## src/hdl/frame_pkg.sv

```systemverilog
// Shared constants and carrier types of the command frame handler
package frame_pkg;
    localparam int CORE_BYTES = 7;
    localparam int SERIAL_BYTES = 9;
    localparam int VALUE_BYTES = 4;
    localparam logic [7:0] STATUS_OK = 8'h64;
    localparam logic [7:0] STATUS_STORED = 8'h65;
    localparam logic [7:0] STATUS_BAD_SUM = 8'h01;
    localparam logic [7:0] STATUS_BAD_CMD = 8'h02;
    localparam logic [7:0] STATUS_BAD_TYPE = 8'h03;
    localparam logic [7:0] STATUS_BAD_VALUE = 8'h04;
    localparam logic [7:0] STATUS_LOCKED = 8'h05;
    localparam logic [7:0] STATUS_NOT_AVAIL = 8'h06;
    localparam logic [7:0] RESET_MODULE_ADDR = 8'h01;
    localparam logic [7:0] RESET_REPLY_ADDR = 8'h02;

    typedef struct packed {
        logic [7:0] opcode;
        logic [7:0] kind;
        logic [7:0] bank;
        logic [31:0] value;
    } command_t;

    typedef struct packed {
        logic [7:0] status;
        logic [7:0] opcode;
        logic [31:0] value;
    } reply_t;
endpackage

```

## src/hdl/frame_receiver.sv

```systemverilog
// Byte collector that assembles and checks one command frame
`timescale 1ns/10ps
module frame_receiver (
    input wire logic clk,
    input wire logic reset,
    input wire logic can_mode,
    input wire logic [7:0] module_addr,
    input wire logic accept,
    input wire logic rx_valid,
    input wire logic [7:0] rx_data,
    output frame_pkg::command_t cmd,
    output logic cmd_valid,
    output logic sum_ok
);
    logic [3:0] count;
    logic [3:0] next_count;
    logic [7:0] sum;
    logic [7:0] next_sum;
    logic [7:0] shift [0:6];
    logic drop;
    logic next_drop;
    logic next_cmd_valid;
    logic next_sum_ok;
    logic [3:0] last_index;
    logic [3:0] core_index;

    always_comb begin
        last_index = can_mode ? 4'(frame_pkg::CORE_BYTES - 1) : 4'(frame_pkg::SERIAL_BYTES - 1);
        core_index = can_mode ? count : count - 4'd1;
        next_count = count;
        next_sum = sum;
        next_drop = drop;
        next_cmd_valid = 1'b0;
        next_sum_ok = sum_ok;
        if (rx_valid && accept) begin
            next_sum = sum + rx_data; // [RULE_09]
            if (count == 4'd0) begin
                next_sum = rx_data;
                next_drop = !can_mode && (rx_data != module_addr); // [RULE_17]
            end
            if (count == last_index) begin // [RULE_06]
                next_count = 4'd0;
                next_cmd_valid = !drop;
                next_sum_ok = can_mode || (rx_data == sum); // [RULE_09] [RULE_12]
            end else begin
                next_count = count + 4'd1;
            end
        end
    end

    always_ff @(posedge clk or posedge reset) begin
        if (reset) begin
            count <= 4'd0;
            sum <= 8'h00;
            drop <= 1'b0;
            cmd_valid <= 1'b0;
            sum_ok <= 1'b0;
        end else begin
            count <= next_count;
            sum <= next_sum;
            drop <= next_drop;
            cmd_valid <= next_cmd_valid;
            sum_ok <= next_sum_ok;
        end
    end

    // Core bytes land in order: opcode, kind, bank, value MSB first [RULE_05] [RULE_07]
    always_ff @(posedge clk) begin
        if (rx_valid && accept && core_index < 4'(frame_pkg::CORE_BYTES)
                && !(count == 4'd0 && !can_mode)) begin
            shift[core_index[2:0]] <= rx_data;
        end
    end

    assign cmd = '{opcode: shift[0], kind: shift[1], bank: shift[2],
                   value: {shift[3], shift[4], shift[5], shift[6]}}; // [RULE_08]
endmodule

```

## src/hdl/frame_transmitter.sv

```systemverilog
// Serialiser that sends one reply frame and drives the line direction
`timescale 1ns/10ps
module frame_transmitter (
    input wire logic clk,
    input wire logic reset,
    input wire logic can_mode,
    input wire logic [7:0] module_addr,
    input wire logic [7:0] reply_addr,
    input wire logic start,
    input wire frame_pkg::reply_t reply,
    input wire logic tx_ready,
    output logic tx_valid,
    output logic [7:0] tx_data,
    output logic tx_enable,
    output logic busy
);
    logic [3:0] index;
    logic [3:0] next_index;
    logic next_busy;
    logic [7:0] sum;
    logic [7:0] next_sum;
    logic [7:0] byte_now;
    logic [3:0] last_index;
    logic [3:0] slot;

    function automatic logic [7:0] reply_byte(input logic [3:0] s, input frame_pkg::reply_t r,
                                              input logic [7:0] ra, input logic [7:0] ma,
                                              input logic [7:0] cs);
        case (s)
            4'd0: reply_byte = ra;
            4'd1: reply_byte = ma;
            4'd2: reply_byte = r.status;
            4'd3: reply_byte = r.opcode;
            4'd4: reply_byte = r.value[31:24];
            4'd5: reply_byte = r.value[23:16];
            4'd6: reply_byte = r.value[15:8];
            4'd7: reply_byte = r.value[7:0];
            default: reply_byte = cs;
        endcase
    endfunction

    always_comb begin
        last_index = can_mode ? 4'(frame_pkg::VALUE_BYTES + 1) : 4'(frame_pkg::SERIAL_BYTES - 1);
        slot = can_mode ? index + 4'd2 : index; // [RULE_13]
        byte_now = reply_byte(slot, reply, reply_addr, module_addr, sum); // [RULE_10] [RULE_08]
        next_index = index;
        next_busy = busy;
        next_sum = sum;
        if (!busy) begin
            if (start) begin
                next_busy = 1'b1; // [RULE_03]
                next_index = 4'd0;
                next_sum = 8'h00;
            end
        end else if (tx_ready) begin
            next_sum = sum + byte_now; // [RULE_11]
            if (index == last_index) begin
                next_busy = 1'b0;
            end else begin
                next_index = index + 4'd1;
            end
        end
    end

    always_ff @(posedge clk or posedge reset) begin
        if (reset) begin
            index <= 4'd0;
            busy <= 1'b0;
            sum <= 8'h00;
        end else begin
            index <= next_index;
            busy <= next_busy;
            sum <= next_sum;
        end
    end

    assign tx_valid = busy; // [RULE_01]
    assign tx_data = byte_now;
    assign tx_enable = busy; // [RULE_02]
endmodule

```

## src/hdl/motion_command_frame_handler.sv

```systemverilog
// Top of the command frame handler: receive, check, execute, reply
// Function
// [RULE_01] Transmit only when answering a command
// [RULE_02] Transceiver receives except during reply
// [RULE_03] Exactly one reply per processed command
// [RULE_04] Host waits for reply before next command
// [RULE_05] Core: command, type, bank, four value bytes
// [RULE_06] Serial frame adds address and checksum
// [RULE_07] Serial field order address through checksum
// [RULE_08] Value sent most significant byte first
// [RULE_09] Command checksum is 8-bit sum incl. address
// [RULE_10] Reply: reply addr, own addr, status, command, value
// [RULE_11] Reply checksum is 8-bit sum of bytes
// [RULE_12] CAN commands carry no address or checksum
// [RULE_13] CAN replies carry no address or checksum
// [RULE_14] Status 100 executed, 101 stored
// [RULE_15] Error codes 1 to 6 as defined
// [RULE_16] Bad checksum: no execution, error reply
// [RULE_17] Foreign address frames are ignored silently
`timescale 1ns/10ps
module motion_command_frame_handler (
    input wire logic clk,
    input wire logic reset,
    input wire logic can_mode,
    input wire logic [7:0] module_addr,
    input wire logic [7:0] reply_addr,
    input wire logic rx_valid,
    input wire logic [7:0] rx_data,
    output logic rx_ready,
    output frame_pkg::command_t exec_cmd,
    output logic exec_valid,
    input wire logic exec_done,
    input wire logic [7:0] exec_status,
    input wire logic [31:0] exec_value,
    input wire logic tx_ready,
    output logic tx_valid,
    output logic [7:0] tx_data,
    output logic tx_enable
);
    typedef enum logic [1:0] {
        IDLE = 2'b00,
        EXEC = 2'b01,
        SEND = 2'b11,
        DRAIN = 2'b10
    } state_t;

    state_t state;
    state_t next_state;
    frame_pkg::command_t cmd;
    logic cmd_valid;
    logic sum_ok;
    frame_pkg::reply_t reply;
    frame_pkg::reply_t next_reply;
    frame_pkg::command_t next_exec_cmd;
    logic next_exec_valid;
    logic next_rx_ready;
    logic start;
    logic next_start;
    logic tx_busy;
    logic tx_valid_raw;
    logic [7:0] tx_data_raw;
    logic tx_enable_raw;

    frame_receiver u_rx (
        .clk(clk),
        .reset(reset),
        .can_mode(can_mode),
        .module_addr(module_addr),
        .accept(rx_ready),
        .rx_valid(rx_valid),
        .rx_data(rx_data),
        .cmd(cmd),
        .cmd_valid(cmd_valid),
        .sum_ok(sum_ok)
    );

    frame_transmitter u_tx (
        .clk(clk),
        .reset(reset),
        .can_mode(can_mode),
        .module_addr(module_addr),
        .reply_addr(reply_addr),
        .start(start),
        .reply(reply),
        .tx_ready(tx_ready),
        .tx_valid(tx_valid_raw),
        .tx_data(tx_data_raw),
        .tx_enable(tx_enable_raw),
        .busy(tx_busy)
    );

    always_comb begin
        next_state = state;
        next_reply = reply;
        next_exec_cmd = exec_cmd;
        next_exec_valid = 1'b0;
        next_start = 1'b0;
        next_rx_ready = rx_ready;
        case (state)
            IDLE: begin
                if (cmd_valid) begin
                    next_rx_ready = 1'b0; // [RULE_04]
                    next_reply.opcode = cmd.opcode;
                    if (sum_ok) begin
                        next_exec_cmd = cmd;
                        next_exec_valid = 1'b1;
                        next_state = EXEC;
                    end else begin
                        next_reply.status = frame_pkg::STATUS_BAD_SUM; // [RULE_16] [RULE_15]
                        next_reply.value = 32'h0000_0000;
                        next_start = 1'b1;
                        next_state = SEND;
                    end
                end
            end
            EXEC: begin
                if (exec_done) begin
                    next_reply.status = exec_status; // [RULE_14] [RULE_15]
                    next_reply.value = exec_value;
                    next_start = 1'b1; // [RULE_03]
                    next_state = SEND;
                end
            end
            SEND: begin
                if (tx_busy) begin
                    next_state = DRAIN;
                end
            end
            DRAIN: begin
                if (!tx_busy) begin
                    next_rx_ready = 1'b1;
                    next_state = IDLE;
                end
            end
            default: begin
                next_state = IDLE;
                next_rx_ready = 1'b1;
            end
        endcase
    end

    always_ff @(posedge clk or posedge reset) begin
        if (reset) begin
            state <= IDLE;
            reply <= '0;
            exec_cmd <= '0;
            exec_valid <= 1'b0;
            start <= 1'b0;
            rx_ready <= 1'b1;
        end else begin
            state <= next_state;
            reply <= next_reply;
            exec_cmd <= next_exec_cmd;
            exec_valid <= next_exec_valid;
            start <= next_start;
            rx_ready <= next_rx_ready;
        end
    end

    // Registered line outputs; reply only leaves while a reply is in flight
    always_ff @(posedge clk or posedge reset) begin
        if (reset) begin
            tx_valid <= 1'b0;
            tx_data <= 8'h00;
            tx_enable <= 1'b0;
        end else begin
            tx_valid <= tx_valid_raw; // [RULE_01]
            tx_data <= tx_data_raw;
            tx_enable <= tx_enable_raw; // [RULE_02]
        end
    end
endmodule

```

## config.mk

```make
export PLATFORM = sky130hd
export DESIGN_NAME = motion_command_frame_handler
export DESIGN_NICKNAME = d
export VERILOG_FILES = /design/src/hdl/frame_pkg.sv /design/src/hdl/frame_receiver.sv /design/src/hdl/frame_transmitter.sv /design/src/hdl/motion_command_frame_handler.sv
export SDC_FILE = /design/constraint.sdc
export NUM_CORES = 1
export LEC_CHECK = 0
export ABC_AREA = 1
export BUFFER_PORTS_ARGS = -buffer_cell sky130_fd_sc_hd__buf_4
export CORE_ASPECT_RATIO = 1.1
export CORE_MARGIN = 4
export CORE_UTILIZATION = 25
export CTS_CLUSTER_SIZE = 8
export DETAILED_ROUTE_END_ITERATION = 16
export MAX_ROUTING_LAYER = met4
export PLACE_DENSITY = 0.5
export SLEW_MARGIN = 40
export SYNTH_ARGS = -nofsm -noshare
export SYNTH_HDL_FRONTEND = slang
export SYNTH_SLANG_ARGS = --single-unit
```

## constraint.sdc

```tcl
create_clock -name clk -period 4.5 [get_ports clk]
set_input_delay 0.675 -clock clk [delete_from_list [all_inputs] [get_ports clk]]
set_output_delay 0.675 -clock clk [all_outputs]
set_load 0.02 [all_outputs]
```

# After elaboration in Yosys (flattened, before gate mapping)
# Memories as Yosys holds them, arrays and structs flattened. A register that Yosys moved wholly into a read port is not among the register bits.
# Index checks and enable logic that the tools add are counted.
[op_classes]
n_addsub = 6
magnitude_cmp = 1
eq_ne = 21
n_mux = 45
n_reduce_logical = 24
[op_table]
columns = ["op", "n"]
rows = [
  ["$mux W32", 2],
  ["$pmux W32 S2", 1],
  ["$pmux W8 S8", 1],
  ["$mux W48", 1],
  ["$mux W8", 6],
  ["$mux W4", 9],
  ["$add A8 B8 Y8", 2],
  ["$eq A4 B3 Y1 const B", 4],
  ["$mux W1", 16],
  ["$pmux W8 S2", 1],
  ["$mux W2", 5],
  ["$ne A2 B2 Y1 const B", 5],
  ["$reduce_and A3 Y1", 3],
  ["$add A4 B1 Y4 const B", 2],
  ["$eq A4 B2 Y1 const B", 2],
  ["$eq A4 B4 Y1", 2],
  ["$eq A8 B8 Y1", 1],
  ["$logic_not A4 Y1", 2],
  ["$ne A8 B8 Y1", 1],
  ["$pmux W2 S4", 1],
  ["$reduce_and A2 Y1", 4],
  ["$reduce_and A4 Y1", 2],
  ["$reduce_bool A2 Y1", 3],
  ["$logic_and A1 B1 Y1", 5],
  ["11 further kinds", 16],
]
[word_totals]
reg_bits = 98
ramBits = 56
input_bits = 70
word_cells = 116
n_memories = 1
[mem_list]
columns = ["name", "depth", "width", "rd", "rd_clocked_by_memory_dff", "write_ports", "line_no", "source"]
rows = [
  ["u_rx.shift", 7, 8, 7, 6, 1, "frame_receiver.sv:19", "logic [7:0] shift [0:6];"],
]

# Longest topological paths before layout
[depth]
word_depth = 7
depth_mapped = 22
depth_no_buf = 21

# Hierarchy
# Synthesis repeated with hierarchy kept, for this count alone.
[hier_totals]
cells_unflattened = 1006
area_unflattened_um2 = 9222.6
[modules_own_cells]
columns = ["module", "instances", "cells_per_inst", "area_each_um2", "seq_area_each_um2"]
rows = [
  ["motion_command_frame_handler", 1, 481, 4561.9, 2979.1],
  ["frame_receiver", 1, 262, 3031.7, 2057.0],
  ["frame_transmitter", 1, 263, 1629.1, 325.3],
]

# Least setup slack after synthesis
# Ideal clock, no wire load.
[synth_timing]
kind = "in2reg"
from = "input port can_mode"
to = "register u_tx.sum[6]"
arrival_ps = 2947
required_time_ps = 4417
slack_ps = 1470
cell_stages = 19
path_buffers = 0
path_cell_list = "o21ai_2 > inv_4 > nor2_8 > nand2_1 > o22ai_1 > nor2_1 > nand3_1 > o21ai_0 > inv_1 > ha_1 > inv_1 > fa_1 > o221ai_1 > nand2_1 > nand2_1 > a21oi_1 > nand2_1 > nand2_1 > o21ai_0"
[synth_via]
elab_chain_len = 6
elab_cells_between_ends = 13
cone_classes = "1 x add/sub; 7 x eq/ne; 4 x mux; 1 x reduce/logical"
[synth_rtl]
columns = ["item", "line_no", "source"]
rows = [
  ["start, declared", "motion_command_frame_handler.sv:24", "input wire logic can_mode,"],
  ["$mux W4 *", "frame_transmitter.sv:44", "slot = can_mode ? index + 4'd2 : index;"],
  ["$eq A4 B3 Y1, or another cell as far along", "frame_transmitter.sv:29", "case (s)"],
  ["$pmux W8 S8 *", "frame_transmitter.sv:29", ""],
  ["via tx_data_raw[0]", "motion_command_frame_handler.sv:61", "logic [7:0] tx_data_raw;"],
  ["$add A8 B8 Y8 *", "frame_transmitter.sv:56", "next_sum = sum + byte_now;"],
  ["$mux W8 *", "frame_transmitter.sv:55", "end else if (tx_ready) begin"],
  ["$mux W8 *", "frame_transmitter.sv:49", "if (!busy) begin"],
  ["end signal, assigned", "frame_transmitter.sv:73", "sum <= next_sum;"],
  ["end, declared", "frame_transmitter.sv:20", "logic [7:0] sum;"],
]
# The timed path passes the listed nets; every way through them passes the cells marked *. The select of a mux whose other input is x is not followed.
# A chain may end at the register's enable or synchronous reset.

# Worst setup path in the final report
[layout_timing]
from = "register u_tx.index[1]"
to = "register u_tx.sum[6]"
[layout_via]
elab_chain_len = 7
elab_cells_between_ends = 14
cone_classes = "2 x add/sub; 7 x eq/ne; 4 x mux; 1 x reduce/logical"
[layout_rtl]
columns = ["item", "line_no", "source"]
rows = [
  ["start, declared", "frame_transmitter.sv:17", "logic [3:0] index;"],
  ["start signal, assigned", "frame_transmitter.sv:71", "index <= next_index;"],
  ["$add A4 B2 Y4", "frame_transmitter.sv:44", ""],
  ["$mux W4 *", "frame_transmitter.sv:44", ""],
  ["$eq A4 B3 Y1, or another cell as far along", "frame_transmitter.sv:29", ""],
  ["$pmux W8 S8 *", "frame_transmitter.sv:29", ""],
  ["via tx_data_raw[0]", "motion_command_frame_handler.sv:61", ""],
  ["$add A8 B8 Y8 *", "frame_transmitter.sv:56", ""],
  ["$mux W8 *", "frame_transmitter.sv:55", ""],
  ["$mux W8 *", "frame_transmitter.sv:49", ""],
]
# Marks and branches as above.

==> results by group <==
Synthesis
  • Cell variety after synth: 49
  • Mux cell area share after synthesis: 0.1261%
  • Post-synthesis adder-cell area fraction: 2.971%
  • Count leader, synth: nand2_1
  • Ys async rst share: 72.28%
  • Simple-gate share of the synthesized area: 20.18%
  • Syn_area_per_cell: 9.517 um^2
  • Cell taking the most area after synthesis: dfrtp_1
  • Post-synth top cells: nand2_1 (255), dfrtp_1 (145), inv_1 (103), o21ai_0 (83), nand3_1 (73)
  • Synthesized Nets: 1028
  • Number of synthesized flops with an enable pin: 56
  • Post-synth top area share: 40.64%
  • Compound-gate portion of the synthesized area: 9.390%
  • Syn Inst Count: 938
  • Register area share after synthesis: 59.78%
  • Most area-consuming cells after synthesis: dfrtp_1 (41%), edfxtp_1 (19%), nand2_1 (11%), o21ai_0 (4.7%), inv_1 (4.3%)
  • Main synth FF type: dfrtp_1
  • Largest family of logic cells by synthesized area: simple AND/OR/NAND/NOR gates
  • Synth Area in XOR/XNOR: 1.472%
  • Yosys reg bits: 202
  • Post-Syn Area: 0.008927 mm^2
  • Synth warn: 0

Finish
  • Final nets: 1175
  • Share of cells above drive strength 1: 18.72%
  • Final core occ: 32.41%
  • ANT cells: 0
  • Area grow syn2layout: 27.86%

Critical path
  • Crit-path max FO: 14
  • Crit-path leading delay family: simple AND/OR/NAND/NOR gates
  • Kind of critical path: reg -> reg
  • Crit path largest cell delay: 420 ps
  • Required time of the critical path: 4920 ps
  • Crit-path cells: ha_1, inv_1, nand2_1, nand2_4, nor2_4, nand2_1, o22ai_1, a21oi_1, nand3_1, o21ai_0, inv_1, ha_1, inv_1, fa_1, o221ai_1, nand2_1, nand2_1, a21oi_1, nand2_1, nand2_1, o21ai_0
  • Crit path buffers/inverters: 3
  • Crit. End Element: flop
  • CP max stage cell: dfrtp_1
  • Arrival @ worst endpoint: 3860 ps
  • CP dominant cell by count: nand2_1
  • Crit start category: flop

GRT
  • Vias in the first global route: 6906
  • Total grt overflow: 0
  • GRT Overall Usage: 13.11%
  • Initial antenna violation count: 0
  • Largest net degree at the start of global routing: 89
  • First-pass GRT wire length: 39620 um

Routing
  • Via Count: 6819
  • Drt wl/cell: 15.67 um
  • DR iter-0 viols: 387
  • Vias/cell: 4.297
  • Post-DRT Antenna Nets: 0
  • Final WL: 24860 um
  • Initial DRT Pass Iterations: 5
  • DRC: 0

Timing
  • Final Cycle Share: 76.28%
  • Unrepaired setup endpoints after global routing: false
  • # setup viols final: 0
  • Measured slew at the worst slew-check pin: 725.9 ps
  • Hold Vio Cnt, Final: 0
  • Post-Route Setup TNS: 0 ps
  • Clk_skew: 9.815 ps
  • Minimum clock period: 3432 ps
  • Slew margin rel.: 51.43%
  • Final Max Tran Viols: 0
  • Peak Freq: 0.2913 GHz

Power and ir drop
  • Worst VDD drop: 0.0002607 V
  • Power density over the cells: 472.6 mW/mm^2
  • Leak: 5.320 nW

Floorplanning
  • Chip Height: 206.2 um
  • Die area: 0.03880 mm^2
  • Core footprint: 0.03522 mm^2
  • Row cnt: 72
  • Chip width: 188.2 um
  • Starting Density: 25.34%
  • Io pins: 138

Placed design
  • RePlAce Congestion: 0.8749
  • DP HPWL: 17530 um
  • Port Buffers: 137

Clocking
  • Clk_lat worst skew: 510 ps
  • # hold bufs at CTS: 0
  • Worst-case clock buffer depth: 3
  • Clk root buf: clkbuf_16
  • Clk sinks: 202
  • CTS tree: built
  • Post-CTS Setup Bufs: 0
  • CTS clk-pin slew, worst paths: 50 ps
  • CTS Buf Count: 29
  • CTS HTree Levels: 1
  • CTS resizes: 0

Worst hold path
  • HP Class: in -> async

Job
  • Max_cap viols: 0

Status
  • Status: finished, final reports clean
==> metal layers <==
| metal | GRT usage (%) | vias up | routed length [um] |
|---|---|---|---|
| met5 | - | - | 0 |
| met4 | 3.435 | 0 | 563 |
| met3 | 2.348 | 40 | 1325 |
| met2 | 20.16 | 192 | 11140 |
| met1 | 18.04 | 3193 | 11830 |
| li1 | - | 3394 | - |
==> logic make-up (layout without fill, tap and decap cells) <==
| family | Yosys count | in the layout |
|---|---|---|
| compound gates | 150 | 150 |
| xor+xnor | 15 | 15 |
| fa+ha+maj | 20 | 20 |
| buf+inv | 137 | 305 |
| flops | 202 | 202 |
| mux | 1 | 1 |
| simple gates | 413 | 413 |
==> sequential cells by signal (all words and copies together), names as in the netlist, 4 cells and up <==
signal      cells
tx_data         8
u_rx.count      4
reply          48
exec_cmd       56
u_rx.shift     56
u_tx.sum        8
u_tx.index      4
u_rx.sum        8
==> where the power goes <==
part / switching (mW) / internal [mW] / total, mW
logic: 0.851 / 0.462 / 1.31
registers: 0.0879 / 1.99 / 2.08
clock network: 0.741 / 1.27 / 2.01
==> through the flow <==
stage          instance area, um^2  std cells  hold WS [ps]  worst slack, ps  power [mW]
6_report                     11410       1587         116.9             1068       5.395
5_1_grt                      11410       1587         108.2            663.1       5.727
4_1_cts                      11410       1587         101.8             1075       5.487
3_5_place_dp                 10560       1535         432.2            831.4       3.429
3_3_place_gp                 10520       1533         423.1            914.6       3.421
2_1_floorplan                 8931        938         408.0             1470       3.041
==> cell usage in the layout, fill, tap and decap left out, types with 3 or more instances in the layout <==
cell and instances:
a22oi_1 3, edfxtp_1 56, o21ai_1 5, clkbuf_16 29, ha_1 18, o211ai_1 4, o31ai_1 3, nand4_1 7
nor3_1 11, xor2_1 13, nor2_2 3, buf_4 142, inv_1 102, dfrtp_1 145, o21ai_0 83, nor2_4 4
a31oi_1 7, nor2_1 41, nand2_2 6, o22ai_1 11, nor4_1 3, clkbuf_1 21, nand3_1 73, nand2_1 255
a21oi_1 23
==> final timing paths <==
kind	from	cells past startpoint	slack, ps	endpoint
min in group clk	exec_value[2]	3	400	reply[2]
worst min-delay path	reset	2	120	u_tx.index[2]
worst max-delay path	u_tx.index[1]	21	1070	u_tx.sum[6]
max in group asynchronous	reset	3	3600	rx_ready
worst max register to register	u_tx.index[1]	21	1070	u_tx.sum[6]
worst min register to register	u_rx.shift[1][2]	2	440	exec_cmd[42]
==> layout make-up <==
cell class                      count  area [um^2]
Clock buffer                       51        818.3
Timing Repair Buffer              146         1149
Multi-Input combinational cell    599         3069
Clock inverter                      1        30.03
Inverter                          107        410.4
Sequential cell                   202         5336
Tap cell                          481        601.8
Fill cell                        3654        23810
==> worst register-to-register path, cell delays in order (launching register included) <==
cell and delay [ps]:
dfrtp_1 420, ha_1 270, inv_1 80, nand2_1 100, nand2_4 130, nor2_4 270
nand2_1 250, o22ai_1 170, a21oi_1 60, nand3_1 80, o21ai_0 80, inv_1 80
ha_1 160, inv_1 50, fa_1 390, o221ai_1 250, nand2_1 100, nand2_1 70
a21oi_1 70, nand2_1 60, nand2_1 40, o21ai_0 170
Power figures use the tool's default switching activity.
